File: src/design/fmc_pkg.sv
// Constants, types and register map of the fan monitor configuration block
// Function
// Config six bit 0: fan 1 smoothing x4
// Config six bit 1: fan 2 smoothing x4
// Config six bit 2: fan 3 smoothing x4
// Config six bit 3: overtemp pin in manual
// Config six bit 4: sync follower unit
// Config six bit 5: sync leader unit
// Core low in standby: status, alert, hot-monitor off
// Core recovers: hot-monitor on, spin-up, restore fans
// Config six bit 7: smoothing +39.2 percent
// Overtemperature event overrides every fan setting; code forces fans only while the overtemp pin is active
// Config seven bit 0 disables overtemp hysteresis
// Host never writes config seven bits 7:1
// Lock set: config seven ignores writes
// Config six resets to zero
// Five voltage upper bytes at 0x20-0x24
// Extended read freezes readings until upper read
// Write-once lock holds lockable registers until reset
package fmc_pkg;

	// Register indices; the byte address is four times the index
	localparam int unsigned     IDX_W        = 8;
	localparam int unsigned     ADDR_LSB     = 2;
	localparam int unsigned     HADDR_W      = 32;
	localparam logic [7:0]      IDX_FAN_CFG  = 8'h10;
	localparam logic [7:0]      IDX_HYST_CFG = 8'h11;
	localparam logic [7:0]      IDX_V2V5     = 8'h20;
	localparam logic [7:0]      IDX_VCORE    = 8'h21;
	localparam logic [7:0]      IDX_VSUP     = 8'h22;
	localparam logic [7:0]      IDX_V5       = 8'h23;
	localparam logic [7:0]      IDX_V12      = 8'h24;
	localparam logic [7:0]      IDX_CFG1     = 8'h40;
	localparam logic [7:0]      IDX_STAT1    = 8'h41;
	localparam logic [7:0]      IDX_CORE_LIM = 8'h46;
	localparam logic [7:0]      IDX_MASK1    = 8'h74;
	localparam logic [7:0]      IDX_EXT1     = 8'h76;
	localparam logic [7:0]      IDX_EXT2     = 8'h77;

	// Field positions
	localparam int unsigned     FB_SLOW_RA   = 0;
	localparam int unsigned     FB_PIN_MAN   = 3;
	localparam int unsigned     FB_FOLLOWER  = 4;
	localparam int unsigned     FB_LEADER    = 5;
	localparam int unsigned     FB_CORE_LOW  = 6;
	localparam int unsigned     FB_STRETCH   = 7;
	localparam int unsigned     HB_HYST_DIS  = 0;
	localparam int unsigned     C1B_LOCK     = 1;
	localparam int unsigned     STB_CORE     = 1;

	// Reset values
	localparam logic [7:0]      RST_BYTE     = 8'h00;
	localparam logic [7:0]      RST_CORE_LIM = 8'h00;

	// Smoothing arithmetic: x4 is a shift, +39.2 percent is 1425/1024
	localparam int unsigned     FAN_N        = 3;
	localparam int unsigned     X4_SHIFT     = 2;
	localparam int unsigned     STR_NUM_W    = 11;
	localparam logic [10:0]     STR_NUM      = 11'h591;
	localparam int unsigned     STR_SHIFT    = 10;

	// Measurements: 10 bits, upper byte plus two extended bits
	localparam int unsigned     MEAS_W       = 10;
	localparam int unsigned     EXT_W        = 2;
	localparam int unsigned     VCH_N        = 5;

	// AHB-Lite encodings
	localparam logic            HRESP_OKAY   = 1'b0;

	typedef struct packed {
		logic [MEAS_W-1:0] v12;
		logic [MEAS_W-1:0] v5;
		logic [MEAS_W-1:0] supply;
		logic [MEAS_W-1:0] core;
		logic [MEAS_W-1:0] v2v5;
	} fmc_meas_t;

	typedef enum logic [0:0] {
		FMC_CORE_OK  = 1'b0,
		FMC_CORE_LOW = 1'b1
	} fmc_core_state_t;

endpackage

File: src/design/fmc_top.sv
// AHB-Lite register bank for fan behaviour, hysteresis, lock and voltage readings
`timescale 1ns/1ps
module fmc_top #(
	parameter int unsigned  BASE_W = 16,
	localparam int unsigned OUT_W  = BASE_W + 3
) (
	input  wire logic                                CLK,
	input  wire logic                                RESET,
	input  wire logic                                HSEL,
	input  wire logic [fmc_pkg::HADDR_W-1:0]         HADDR,
	input  wire logic [1:0]                          HTRANS,
	input  wire logic                                HWRITE,
	input  wire logic [2:0]                          HSIZE,
	input  wire logic [31:0]                         HWDATA,
	input  wire logic                                HREADY,
	output logic [31:0]                              HRDATA,
	output logic                                     HREADYOUT,
	output logic                                     HRESP,
	input  wire fmc_pkg::fmc_meas_t                  MEAS,
	input  wire logic                                STANDBY_POWER,
	input  wire logic                                FAN_MANUAL,
	input  wire logic                                OVERTEMP_EVENT,
	input  wire logic [fmc_pkg::FAN_N-1:0][BASE_W-1:0] BASE_SMOOTH,
	output logic [fmc_pkg::FAN_N-1:0][OUT_W-1:0]     SMOOTH_TIME,
	output logic                                     OVERTEMP_PIN_ACTIVE,
	output logic                                     OVERTEMP_HYST_DISABLE,
	output logic                                     FAN_FORCE_MAX,
	output logic                                     SYNC_FOLLOWER,
	output logic                                     SYNC_LEADER,
	output logic                                     PROC_HOT_MONITOR_EN,
	output logic                                     SPINUP_REQ,
	output logic                                     ALERT
);

	// Refuse widths the arithmetic cannot serve
	if (BASE_W < 1 || BASE_W > 24) begin : g_bad_width
		$error("BASE_W must be 1 to 24");
	end

	// Bus state
	logic                       wr_pend;
	logic                       rd_pend;
	logic [fmc_pkg::IDX_W-1:0]  idx_q;
	logic                       mapped_q;

	// Register state
	logic [7:0]                 fan_cfg;
	logic [7:0]                 hyst_cfg;
	logic                       lock;
	logic [7:0]                 core_lim;
	logic                       mask_core;
	logic                       stat_core;
	logic [fmc_pkg::VCH_N-1:0]  pend_mask;
	fmc_pkg::fmc_meas_t         shadow;
	fmc_pkg::fmc_core_state_t   core_state;

	// Address phase decode
	wire addr_acc = HSEL & HTRANS[1] & HREADY;
	wire [fmc_pkg::IDX_W-1:0] addr_idx = HADDR[fmc_pkg::ADDR_LSB +: fmc_pkg::IDX_W];
	wire addr_top_zero = HADDR[fmc_pkg::HADDR_W-1:fmc_pkg::ADDR_LSB+fmc_pkg::IDX_W] == '0;
	wire addr_word = HADDR[fmc_pkg::ADDR_LSB-1:0] == '0;
	wire addr_mapped = addr_top_zero & addr_word;
	wire acc_read = addr_acc & ~HWRITE;
	wire acc_write = addr_acc & HWRITE;

	// Index hits for the transfer in its data phase
	wire hit_fan = mapped_q & (idx_q == fmc_pkg::IDX_FAN_CFG);
	wire hit_hyst = mapped_q & (idx_q == fmc_pkg::IDX_HYST_CFG);
	wire hit_cfg1 = mapped_q & (idx_q == fmc_pkg::IDX_CFG1);
	wire hit_stat = mapped_q & (idx_q == fmc_pkg::IDX_STAT1);
	wire hit_lim = mapped_q & (idx_q == fmc_pkg::IDX_CORE_LIM);
	wire hit_mask = mapped_q & (idx_q == fmc_pkg::IDX_MASK1);
	wire hit_ext1 = mapped_q & (idx_q == fmc_pkg::IDX_EXT1);
	wire hit_ext2 = mapped_q & (idx_q == fmc_pkg::IDX_EXT2);
	wire hit_v2v5 = mapped_q & (idx_q == fmc_pkg::IDX_V2V5);
	wire hit_vcore = mapped_q & (idx_q == fmc_pkg::IDX_VCORE);
	wire hit_vsup = mapped_q & (idx_q == fmc_pkg::IDX_VSUP);
	wire hit_v5 = mapped_q & (idx_q == fmc_pkg::IDX_V5);
	wire hit_v12 = mapped_q & (idx_q == fmc_pkg::IDX_V12);
	wire [fmc_pkg::VCH_N-1:0] hit_msb = {hit_v12, hit_v5, hit_vsup, hit_vcore, hit_v2v5};

	// Write strobes; lockable registers refuse writes once the lock is set
	wire [7:0] wbyte = HWDATA[7:0];
	wire we_fan = wr_pend & hit_fan;
	wire we_hyst = wr_pend & hit_hyst & ~lock;
	wire we_cfg1 = wr_pend & hit_cfg1;
	wire we_lim = wr_pend & hit_lim & ~lock;
	wire we_mask = wr_pend & hit_mask;

	// Read side effects fire in the wait cycle, when the data is captured
	wire rd_ext1 = rd_pend & hit_ext1;
	wire rd_ext2 = rd_pend & hit_ext2;
	wire rd_stat = rd_pend & hit_stat;
	wire [fmc_pkg::VCH_N-1:0] rd_msb = {fmc_pkg::VCH_N{rd_pend}} & hit_msb;
	wire [fmc_pkg::VCH_N-1:0] ext_set = {rd_ext2, {(fmc_pkg::VCH_N-1){rd_ext1}}};

	// Freeze: readings hold from an extended read until each upper byte that read covers is read
	wire frozen = |pend_mask;
	wire shadow_upd = ~frozen & ~rd_ext1 & ~rd_ext2;
	wire [fmc_pkg::VCH_N-1:0] next_pend = (pend_mask & ~rd_msb) | ext_set;
	wire fmc_pkg::fmc_meas_t next_shadow = shadow_upd ? MEAS : shadow;

	// Upper bytes and extended pairs of the frozen readings
	localparam int unsigned HI = fmc_pkg::MEAS_W - 1;
	localparam int unsigned LO = fmc_pkg::EXT_W;
	wire [7:0] msb_v2v5 = shadow.v2v5[HI:LO];
	wire [7:0] msb_core = shadow.core[HI:LO];
	wire [7:0] msb_sup = shadow.supply[HI:LO];
	wire [7:0] msb_v5 = shadow.v5[HI:LO];
	wire [7:0] msb_v12 = shadow.v12[HI:LO];
	wire [7:0] ext1_val = {shadow.v5[LO-1:0], shadow.supply[LO-1:0], shadow.core[LO-1:0], shadow.v2v5[LO-1:0]};
	wire [7:0] ext2_val = {6'h00, shadow.v12[LO-1:0]};

	// Read selection; unmapped and reserved bits read as zero
	wire [7:0] hyst_rd = {7'h00, hyst_cfg[fmc_pkg::HB_HYST_DIS]};
	wire [7:0] cfg1_rd = {6'h00, lock, 1'b0};
	wire [7:0] stat_rd = {6'h00, stat_core, 1'b0};
	wire [7:0] mask_rd = {6'h00, mask_core, 1'b0};
	wire [7:0] rd_value =
		hit_fan   ? fan_cfg  :
		hit_hyst  ? hyst_rd  :
		hit_v2v5  ? msb_v2v5 :
		hit_vcore ? msb_core :
		hit_vsup  ? msb_sup  :
		hit_v5    ? msb_v5   :
		hit_v12   ? msb_v12  :
		hit_cfg1  ? cfg1_rd  :
		hit_stat  ? stat_rd  :
		hit_lim   ? core_lim :
		hit_mask  ? mask_rd  :
		hit_ext1  ? ext1_val :
		hit_ext2  ? ext2_val :
		fmc_pkg::RST_BYTE;

	// Core voltage watch on the live measurement
	wire [7:0] core_now = MEAS.core[HI:LO];
	wire core_below = core_now < core_lim;
	wire core_above = core_now > core_lim;
	wire core_enter = (core_state == fmc_pkg::FMC_CORE_OK) & fan_cfg[fmc_pkg::FB_CORE_LOW] &
		STANDBY_POWER & core_below;
	wire core_leave = (core_state == fmc_pkg::FMC_CORE_LOW) & core_above;
	wire next_stat = (stat_core & ~rd_stat) | core_enter;

	// Overtemp pin stays live under manual duty only when asked
	wire pin_active = ~FAN_MANUAL | fan_cfg[fmc_pkg::FB_PIN_MAN];
	wire next_force = OVERTEMP_EVENT & pin_active;

	// Bus handshake: writes take no wait, reads one wait state so a read
	// straight after a write always sees the written value
	always_ff @(posedge CLK) begin
		if (RESET) begin
			wr_pend <= 1'b0;
			rd_pend <= 1'b0;
			idx_q <= '0;
			mapped_q <= 1'b0;
			HREADYOUT <= 1'b1;
			HRESP <= fmc_pkg::HRESP_OKAY;
			HRDATA <= '0;
		end else begin
			wr_pend <= acc_write;
			rd_pend <= acc_read;
			if (addr_acc) begin
				idx_q <= addr_idx;
				mapped_q <= addr_mapped;
			end
			HREADYOUT <= ~acc_read;
			HRESP <= fmc_pkg::HRESP_OKAY;
			if (rd_pend) begin
				HRDATA <= {24'h000000, rd_value};
			end
		end
	end

	// Configuration registers; lock is write-once and only reset clears it
	always_ff @(posedge CLK) begin
		if (RESET) begin
			fan_cfg <= fmc_pkg::RST_BYTE;
			hyst_cfg <= fmc_pkg::RST_BYTE;
			lock <= 1'b0;
			core_lim <= fmc_pkg::RST_CORE_LIM;
			mask_core <= 1'b0;
		end else begin
			if (we_fan) begin
				fan_cfg <= wbyte;
			end
			if (we_hyst) begin
				hyst_cfg <= {7'h00, wbyte[fmc_pkg::HB_HYST_DIS]};
			end
			lock <= lock | (we_cfg1 & wbyte[fmc_pkg::C1B_LOCK]);
			if (we_lim) begin
				core_lim <= wbyte;
			end
			if (we_mask) begin
				mask_core <= wbyte[fmc_pkg::STB_CORE];
			end
		end
	end

	// Measurement snapshot and freeze bookkeeping
	always_ff @(posedge CLK) begin
		if (RESET) begin
			shadow <= '0;
			pend_mask <= '0;
		end else begin
			shadow <= next_shadow;
			pend_mask <= next_pend;
		end
	end

	// Core-low sleep machine; the status flag is cleared by reading it, set wins
	always_ff @(posedge CLK) begin
		if (RESET) begin
			core_state <= fmc_pkg::FMC_CORE_OK;
			stat_core <= 1'b0;
			PROC_HOT_MONITOR_EN <= 1'b1;
			SPINUP_REQ <= 1'b0;
			ALERT <= 1'b0;
		end else begin
			stat_core <= next_stat;
			ALERT <= stat_core & ~mask_core;
			SPINUP_REQ <= core_leave;
			unique case (core_state)
				fmc_pkg::FMC_CORE_OK: begin
					if (core_enter) begin
						core_state <= fmc_pkg::FMC_CORE_LOW;
						PROC_HOT_MONITOR_EN <= 1'b0;
					end
				end
				fmc_pkg::FMC_CORE_LOW: begin
					if (core_leave) begin
						core_state <= fmc_pkg::FMC_CORE_OK;
						PROC_HOT_MONITOR_EN <= 1'b1;
					end
				end
			endcase
		end
	end

	// Mode outputs, registered so the pins never glitch on a bus write
	always_ff @(posedge CLK) begin
		if (RESET) begin
			OVERTEMP_PIN_ACTIVE <= 1'b1;
			OVERTEMP_HYST_DISABLE <= 1'b0;
			FAN_FORCE_MAX <= 1'b0;
			SYNC_FOLLOWER <= 1'b0;
			SYNC_LEADER <= 1'b0;
		end else begin
			OVERTEMP_PIN_ACTIVE <= pin_active;
			OVERTEMP_HYST_DISABLE <= hyst_cfg[fmc_pkg::HB_HYST_DIS];
			FAN_FORCE_MAX <= next_force;
			SYNC_FOLLOWER <= fan_cfg[fmc_pkg::FB_FOLLOWER];
			SYNC_LEADER <= fan_cfg[fmc_pkg::FB_LEADER];
		end
	end

	// Smoothing time per fan: x4 by its own bit, then the common stretch
	localparam int unsigned X4_W = BASE_W + fmc_pkg::X4_SHIFT;
	localparam int unsigned PROD_W = X4_W + fmc_pkg::STR_NUM_W;
	for (genvar i = 0; i < fmc_pkg::FAN_N; i++) begin : g_fan
		wire slow = fan_cfg[fmc_pkg::FB_SLOW_RA + i];
		wire [X4_W-1:0] x4_val = slow ? {BASE_SMOOTH[i], {fmc_pkg::X4_SHIFT{1'b0}}} :
			{{fmc_pkg::X4_SHIFT{1'b0}}, BASE_SMOOTH[i]};
		wire [PROD_W-1:0] prod = PROD_W'(x4_val) * PROD_W'(fmc_pkg::STR_NUM);
		wire [OUT_W-1:0] plain = OUT_W'(x4_val);
		// Truncating the product trades a fraction of a tick for no divider
		wire [OUT_W-1:0] next_time = fan_cfg[fmc_pkg::FB_STRETCH] ?
			prod[fmc_pkg::STR_SHIFT +: OUT_W] : plain;
		always_ff @(posedge CLK) begin
			if (RESET) begin
				SMOOTH_TIME[i] <= '0;
			end else begin
				SMOOTH_TIME[i] <= next_time;
			end
		end

		AST_SMOOTH_SCALE: assert property (@(posedge CLK) disable iff (RESET)
			!fan_cfg[fmc_pkg::FB_STRETCH] ##1 !fan_cfg[fmc_pkg::FB_STRETCH] |->
			SMOOTH_TIME[i] == ($past(fan_cfg[fmc_pkg::FB_SLOW_RA + i]) ?
			OUT_W'({$past(BASE_SMOOTH[i]), {fmc_pkg::X4_SHIFT{1'b0}}}) : OUT_W'($past(BASE_SMOOTH[i]))))
			else $error("fan smoothing x4 scaling wrong");
	end

	// Checks
	AST_LOCK_BLOCKS: assert property (@(posedge CLK) disable iff (RESET)
		(wr_pend & hit_hyst & lock) |=> $stable(hyst_cfg))
		else $error("locked hysteresis register changed");
	AST_LOCK_STICKY: assert property (@(posedge CLK) disable iff (RESET)
		lock |=> lock [*8])
		else $error("lock bit cleared without reset");
	AST_FAN_RESET: assert property (@(posedge CLK)
		$past(RESET) |-> fan_cfg == fmc_pkg::RST_BYTE && !SYNC_LEADER && !SYNC_FOLLOWER)
		else $error("fan config not zero after reset");
	AST_HYST_WRITE: assert property (@(posedge CLK) disable iff (RESET)
		(wr_pend & hit_hyst & !lock) |=> ##1 OVERTEMP_HYST_DISABLE == $past(HWDATA[0], 2))
		else $error("hysteresis disable not following write");
	AST_STRETCH: assert property (@(posedge CLK) disable iff (RESET)
		fan_cfg[fmc_pkg::FB_STRETCH] && !fan_cfg[0] ##1 fan_cfg[fmc_pkg::FB_STRETCH] |->
		SMOOTH_TIME[0] == OUT_W'((PROD_W'($past(BASE_SMOOTH[0])) * fmc_pkg::STR_NUM) >> fmc_pkg::STR_SHIFT))
		else $error("extra stretch not 1425/1024");
	AST_CORE_ENTER: assert property (@(posedge CLK) disable iff (RESET)
		core_enter |=> stat_core && !PROC_HOT_MONITOR_EN ##1 (ALERT == !mask_core))
		else $error("core low entry effects missing");
	AST_CORE_LEAVE: assert property (@(posedge CLK) disable iff (RESET)
		core_leave |=> PROC_HOT_MONITOR_EN && SPINUP_REQ ##1 !SPINUP_REQ)
		else $error("core recovery effects missing");
	AST_FREEZE_HOLD: assert property (@(posedge CLK) disable iff (RESET)
		(rd_ext1 | frozen) |=> $stable(shadow))
		else $error("readings moved while frozen");
	AST_FREEZE_END: assert property (@(posedge CLK) disable iff (RESET)
		(rd_pend && !rd_ext1 && !rd_ext2) |=> (pend_mask & $past(rd_msb)) == '0)
		else $error("upper byte read did not release freeze");
	AST_FORCE_MAX: assert property (@(posedge CLK) disable iff (RESET)
		OVERTEMP_EVENT && (!FAN_MANUAL || fan_cfg[fmc_pkg::FB_PIN_MAN]) |=> FAN_FORCE_MAX)
		else $error("overtemp did not force fans");
	AST_READ_WAIT: assert property (@(posedge CLK) disable iff (RESET)
		acc_read |=> !HREADYOUT ##1 HREADYOUT && HRDATA[31:8] == 24'h000000)
		else $error("read handshake wrong");

	COV_LOCK_SET: cover property (@(posedge CLK) disable iff (RESET) !lock ##1 lock);
	COV_CORE_CYCLE: cover property (@(posedge CLK) disable iff (RESET) core_enter ##[1:200] core_leave);
	COV_FREEZE: cover property (@(posedge CLK) disable iff (RESET) rd_ext1 ##[1:50] (rd_pend && hit_vcore));
	COV_LOCKED_WRITE: cover property (@(posedge CLK) disable iff (RESET) wr_pend && hit_hyst && lock);

endmodule // fmc_top

File: config.mk
export PLATFORM = sky130hd
export DESIGN_NAME = fmc_top
export DESIGN_NICKNAME = d
export VERILOG_FILES = /design/src/design/fmc_pkg.sv /design/src/design/fmc_top.sv
export SDC_FILE = /design/constraint.sdc
export NUM_CORES = 1
export LEC_CHECK = 0
export ABC_AREA = 1
export BUFFER_PORTS_ARGS = -buffer_cell sky130_fd_sc_hd__buf_2
export CAP_MARGIN = 20
export CORE_MARGIN = 3
export CORE_UTILIZATION = 25
export CTS_CLUSTER_DIAMETER = 150
export DETAILED_ROUTE_END_ITERATION = 16
export PLACE_DENSITY = 0.4
export SLEW_MARGIN = 20
export SYNTH_ARGS = -nofsm -noshare
export SYNTH_HDL_FRONTEND = slang
export SYNTH_SLANG_ARGS = --single-unit
File: constraint.sdc
create_clock -name CLK -period 6 [get_ports CLK]
set_input_delay 0.6 -clock CLK [delete_from_list [all_inputs] [get_ports CLK]]
set_output_delay 0.6 -clock CLK [all_outputs]
set_load 0.02 [all_outputs]
==> impl_metrics.tcl, run 1 <==
set metrics [dict create \
    clock_sinks 161 \
    fin_nets 2868 \
    cts_tree "built" \
    finalCritPeriodShare_pct 87.27 \
    clockBufferDepth 2 \
    max_freq_mhz 191.0 \
    h-tree-depth 4 \
    via_per_inst 4.579 \
    fin_tns_setup_ns 0 \
    synthCells 2110 \
    dr.pass1.iters 5 \
    irDropWorstVdd_v 0.0001782 \
    tightest_slew_ns 0.9774 \
    synth_flop_cell "dfxtp_1" \
    setup_viol 0 \
    finalWirelength_um 54350 \
    fin_hold_ws_ns 0.3362 \
    ys_async_sr_fraction_pct 0 \
    final_common_cell "inv_1" \
    finClkSkew_ns 0.03052 \
    cts-resized-gates 0 \
    hold_path_class "primary input to register" \
    cp.arrival_ns 5.62 \
    routedWlPerCell_um 17.05 \
    clk_latency_ns 0.49 \
    diodes 0 \
    io_buffer_count 220 \
    grt_setup_unrepaired "false" \
    area_growth_pct 16.49 \
    crit_required_ns 6.39 \
    worstSetupPathType "register to register" \
    grt_pass1_vias 14770 \
    grt_remaining_overflow 0 \
    grt_pass1_wl_um 84730 \
    cts_setup_buffers 0 \
    leakagePower_nw 9.647 \
    grt_antenna_before_repair 2 \
    grt_max_degree 83 \
    syn_area_mm2 0.01619 \
    synth_seq_area_share_pct 19.91 \
    die_w_um 260.5 \
    p_per_area_mw_per_mm2 312.2 \
    max-slew-margin-rel_pct 34.34 \
    start_kind "register" \
    path_clk_slew_ns 0.08 \
    drcViolationCount 0 \
    final_cell_mix "inv_1 (359), nand2_1 (309), ha_1 (254)" \
    yosys_warnings 0 \
    drv_cap 0 \
    core_area_mm2 0.06354 \
    synth_enable_flop_cells 0 \
    cts_buffers 17 \
    end_kind "register" \
    yosysTopAreaCellShare_pct 19.91 \
    io_pins 274 \
    hold_viol 0 \
    root_buffer "clkbuf_16" \
    synth-seq-cells 161 \
    cp_max_fo 18 \
    grt_usage_pct 16.22 \
    vias 14590 \
    drtAntennaViolNets 0 \
    rows 92 \
    place_congestion 0.8373 \
    die_h_um 260.5 \
    period_needed_ns 5.236 \
    start_util_pct 25.48 \
    die-area_mm2 0.06784 \
    avgSynthCellArea_um2 7.672 \
    synth.distinct_cells 52 \
    fillers 6998 \
    drive_gt1_share_pct 14.78 \
    yosysTopAreaCell "dfxtp_1" \
    finalMaxSlewViolations 0 \
    first_iter_violations 766 \
    dp_hpwl_um 43690 \
    synthTopCellsByArea "dfxtp_1 (20%), ha_1 (20%), fa_1 (14%)" \
    status "finished clean" \
    cts_hold_buf 0 \
]
[critical path, stage by stage, from the launching register on]
cell and delay, ns:
dfxtp_1 0.76, inv_6 0.17, o21ai_0 0.57, ha_1 0.36
fa_1 0.51, inv_1 0.05, fa_1 0.49, inv_1 0.04
ha_1 0.27, ha_1 0.28, ha_1 0.34, a21oi_1 0.35
o21ai_0 0.19, a211oi_1 0.26, nand3_1 0.15, nand2_1 0.08
nand2_1 0.04, o21ai_0 0.18, inv_1 0.05
[state kept, by name, indices dropped and copies added (netlist names), 2 cells and up]
register,count
ext2_val,2
SMOOTH_TIME,57
msb_core,8
core_lim,8
ext1_val,8
pend_mask,5
msb_v5,8
HRDATA,8
fan_cfg,8
msb_sup,8
msb_v2v5,8
idx_q,8
msb_v12,8
[cell families after synthesis]
logic type      share of synthesized area (%)
fa+ha+maj                               33.36
buf+inv                                 11.65
other cells                           0.02317
flops                                   19.91
simple gates                            17.28
compound gates                          16.26
xor+xnor                                1.515
[layer usage]
metal	GRT usage [%]	up-vias	share of wire, %	routed length [um]
met1	21.45	6884	46	25090
met3	3.125	59	5.0	2699
met4	4.785	0	2.3	1246
li1	-	7324	-	-
met2	26.78	326	47	25310
met5	0	-	0	0
[power by group]
group          total [mW]  leakage [nW]  switching [mW]  internal [mW]
clock                1.19         0.303           0.616          0.574
combinational        3.57          8.02            2.27           1.30
sequential           1.13          1.33          0.0196           1.11
total                5.89          9.65            2.91           2.98
[stage by stage]
step	setup slack (ns)	total power [mW]	util, %	instances	instance area [um^2]
floorplan	1.309	3.819	-	2134	16280
global placement	0.4520	4.747	28.68	3155	18220
detailed placement	0.4448	4.733	28.68	3155	18220
CTS	0.7086	5.991	29.68	3187	18860
global route	0.3922	6.537	29.68	3187	18860
finish	0.7639	5.887	29.68	3187	18860
[final timing paths]
check	from	endpoint	slack [ns]	cells past startpoint
max	fan_cfg[2]$_SDFFE_PP0P_	SMOOTH_TIME[55]$_SDFF_PP0_	0.76	18
min	HWRITE	rd_pend$_SDFF_PP0_	0.34	2
max reg2reg	fan_cfg[2]$_SDFFE_PP0P_	SMOOTH_TIME[55]$_SDFF_PP0_	0.76	18
min reg2reg	mask_core$_SDFFE_PP0P_	ALERT$_SDFF_PP0_	0.43	1
[synthesized netlist by cell type (5+ instances only)]
cell and instances:
a211oi_1 8, nor4_1 14, inv_2 11, o21ai_1 11, nand3_2 5, buf_2 9
buf_4 27, o21bai_1 11, nand2_2 8, dfxtp_1 161, buf_6 9, a21oi_1 176
inv_1 360, fa_1 111, o21a_1 6, nor2_2 6, nand4_1 24, nand3_1 99
o211ai_1 9, clkbuf_1 33, o2111ai_1 6, o21ai_2 6, ha_1 254, a21o_1 12
o21ai_4 6, o21ai_0 185, a31oi_1 12, nand2_1 309, nor2_1 134, o22ai_1 6
xor2_1 20, nor3_1 24, xnor2_1 8
[layout make-up]
| class | instances | area, um^2 | share of cell area (%) |
|---|---|---|---|
| flip-flops and latches | 161 | 3224 | 17.10 |
| multi-input cells | 1520 | 11170 | 59.23 |
| repair buffers | 255 | 1364 | 7.232 |
| inverters | 373 | 1408 | 7.464 |
| well taps | 846 | 1059 | 5.613 |
| clock buffers | 17 | 425.4 | 2.256 |
| clock inverters | 15 | 209.0 | 1.108 |
Note: power is estimated with default switching activity, not from simulation.
==> run 2: changes to the inputs <==
ABC_AREA = 0   (was 1)
CTS_CLUSTER_DIAMETER = 100   (was 150)
GPL_ROUTABILITY_DRIVEN = 0   (was not set)
==> impl_metrics.tcl, run 2 <==
set metrics [dict create \
    worstSetupPathType "register to register" \
    via_per_inst 4.645 \
    synthCells 1597 \
    finClkSkew_ns 0.02078 \
    yosys-top-cells-count "ha_1 (254), nand2_1 (184), inv_1 (166)" \
    crit_slowest_cell "fa_1" \
    die_w_um 247.6 \
    max-slew-margin-rel_pct 30.63 \
    grt_usage_pct 14.94 \
    dp.cells 2531 \
    grt_pass1_wl_um 70000 \
    routedWlPerCell_um 17.47 \
    top_register "SMOOTH_TIME" \
    io_buffer_count 220 \
    finalWirelength_um 44770 \
    crit_required_ns 6.39 \
    drcViolationCount 0 \
    cts-resized-gates 0 \
    dp_hpwl_um 35550 \
    rows 87 \
    leakagePower_nw 8.319 \
    fillers 6158 \
    synth_seq_area_share_pct 22.08 \
    clock_sinks 161 \
    cts_buffers 17 \
    worstPathCellList "buf_4 > mux2_2 > ha_1 > fa_1 > fa_1 > fa_1 > ha_1 > ha_1 > and2_4 > a221o_1 > a22o_1 > a311o_1 > o31ai_4 > a2111oi_2 > or4_1 > o211ai_1" \
    finalMaxSlewViolations 0 \
    synth-seq-cells 161 \
    io_pins 274 \
    synth_flop_cell "dfxtp_1" \
    yosysTopAreaCell "dfxtp_1" \
    tightest_slew_ns 1.039 \
    die-area_mm2 0.06132 \
    final_cell_area_mm2 0.01712 \
    grt_pass1_vias 12280 \
    grt_remaining_overflow 0 \
    hold_path_class "primary input to register" \
    finalCritPeriodShare_pct 95.25 \
    cp_top_family "adder cells" \
    diodes 0 \
    avgSynthCellArea_um2 9.140 \
    p_per_area_mw_per_mm2 311.1 \
    cts_tree "built" \
    register_area_mm2 0.003227 \
    start_kind "register" \
    multi_input_area_mm2 0.01044 \
    dr.pass1.iters 6 \
    cp_max_fo 19 \
    fin_nets 2334 \
    syn_area_mm2 0.01460 \
    yosysMostFrequentCell "ha_1" \
    max_freq_mhz 175.0 \
    post_dp_cell_area_mm2 0.01648 \
    drv_cap 0 \
    final_cell_mix "ha_1 (254), buf_2 (219), nand2_1 (184)" \
    status "finished clean" \
    setup_viol 0 \
    clockBufferDepth 2 \
    yosys_warnings 0 \
    grt_max_degree 71 \
    final_cells 2563 \
    period_needed_ns 5.715 \
    grt_antenna_before_repair 1 \
    final_common_cell "ha_1" \
    largest_reg_flops 57 \
    r2r_slack_ns 0.29 \
    start_util_pct 25.59 \
    cts_hold_buf 0 \
    ys_async_sr_fraction_pct 0 \
    cp.arrival_ns 6.10 \
    clk_latency_ns 0.50 \
    root_buffer "clkbuf_16" \
    irDropWorstVdd_v 0.0002268 \
    yosysTopAreaCellShare_pct 22.08 \
    end_kind "register" \
    synthTopCellsByArea "dfxtp_1 (22%), ha_1 (22%), fa_1 (15%)" \
    hold_viol 0 \
    drtAntennaViolNets 0 \
    grt_setup_unrepaired "false" \
    core_area_mm2 0.05704 \
    cts_setup_buffers 0 \
    synth.distinct_cells 64 \
    die_h_um 247.6 \
    area_growth_pct 17.32 \
    cp.buffers_inverters 1 \
    fin_tns_setup_ns 0 \
    first_iter_violations 629 \
    cpPeakStageDelay_ns 0.54 \
    h-tree-depth 4 \
    drive_gt1_share_pct 18.10 \
    vias 11910 \
    synth_enable_flop_cells 0 \
    path_clk_slew_ns 0.09 \
]
## run 2: cell types whose count changed after synthesis, sizes merged, moves of 20 or more
cell and delta:
nor2 -60, inv -206, o21ai -171, a21oi -48
nor2b +20, mux2 +37, xnor2 +20, mux2i +22
clkbuf +24, nand2 -134, nand3 -86
## run 2: cell type report
class                      count  area share (%)
multi-input combinational   1208           60.98
sequential                   161           18.84
timing repair buffer         240           7.321
tap                          756           5.524
inverter                     166           3.639
clock buffer                  19           2.528
clock inverter                13           1.162
## run 2: path summary, 6_finish.rpt
path | start | endpoint | cells past startpoint
max | fan_cfg[1]$_SDFFE_PP0P_ | SMOOTH_TIME[36]$_SDFF_PP0_ | 16
min | HWRITE | rd_pend$_SDFF_PP0_ | 2
max reg2reg | fan_cfg[1]$_SDFFE_PP0P_ | SMOOTH_TIME[36]$_SDFF_PP0_ | 16
min reg2reg | msb_core[2]$_SDFFE_PP0P_ | msb_core[2]$_SDFFE_PP0P_ | 2
## run 2: power breakdown
part / leakage (nW) / switching [mW] / internal (mW) / total, mW
registers: 1.33 / 0.0208 / 1.11 / 1.13
logic: 6.69 / 1.70 / 1.25 / 2.95
clock network: 0.301 / 0.541 / 0.706 / 1.25
total: 8.32 / 2.26 / 3.06 / 5.33
## run 2: cell families (layout without fill, tap and decap cells)
family	Yosys count	in the layout	synth area share, %
and+or+nand+nor	407	407	12.98
other	1	25	0.02569
xor gates and xnor gates	53	53	3.180
adders and majority gates	365	365	37.00
DFF	161	161	22.08
AOI/OAI and AO/OA	299	299	13.25
muxes	59	59	4.363
buffers and inverters	252	438	7.123
## run 2: per-layer routing
metal | vias up | global-route usage (%) | part of all wire (%)
met5 | - | 0 | 0
met4 | 0 | 2.781 | 0.91
met3 | 26 | 2.766 | 4.5
met2 | 241 | 24.84 | 47
met1 | 5770 | 20.35 | 48
li1 | 5869 | - | -
## run 2: metrics by stage
step                util, %  hold WS [ns]  setup WS [ns]  total power [mW]
finish                30.02        0.3008         0.2852             5.327
global route          30.02        0.3073        0.02374             5.848
CTS                   30.00        0.2628         0.1239             5.412
detailed placement    28.90        0.4465         0.1541             4.105
global placement      28.90        0.4427         0.1969             4.105
floorplan                 -        0.4204         0.3505             3.339
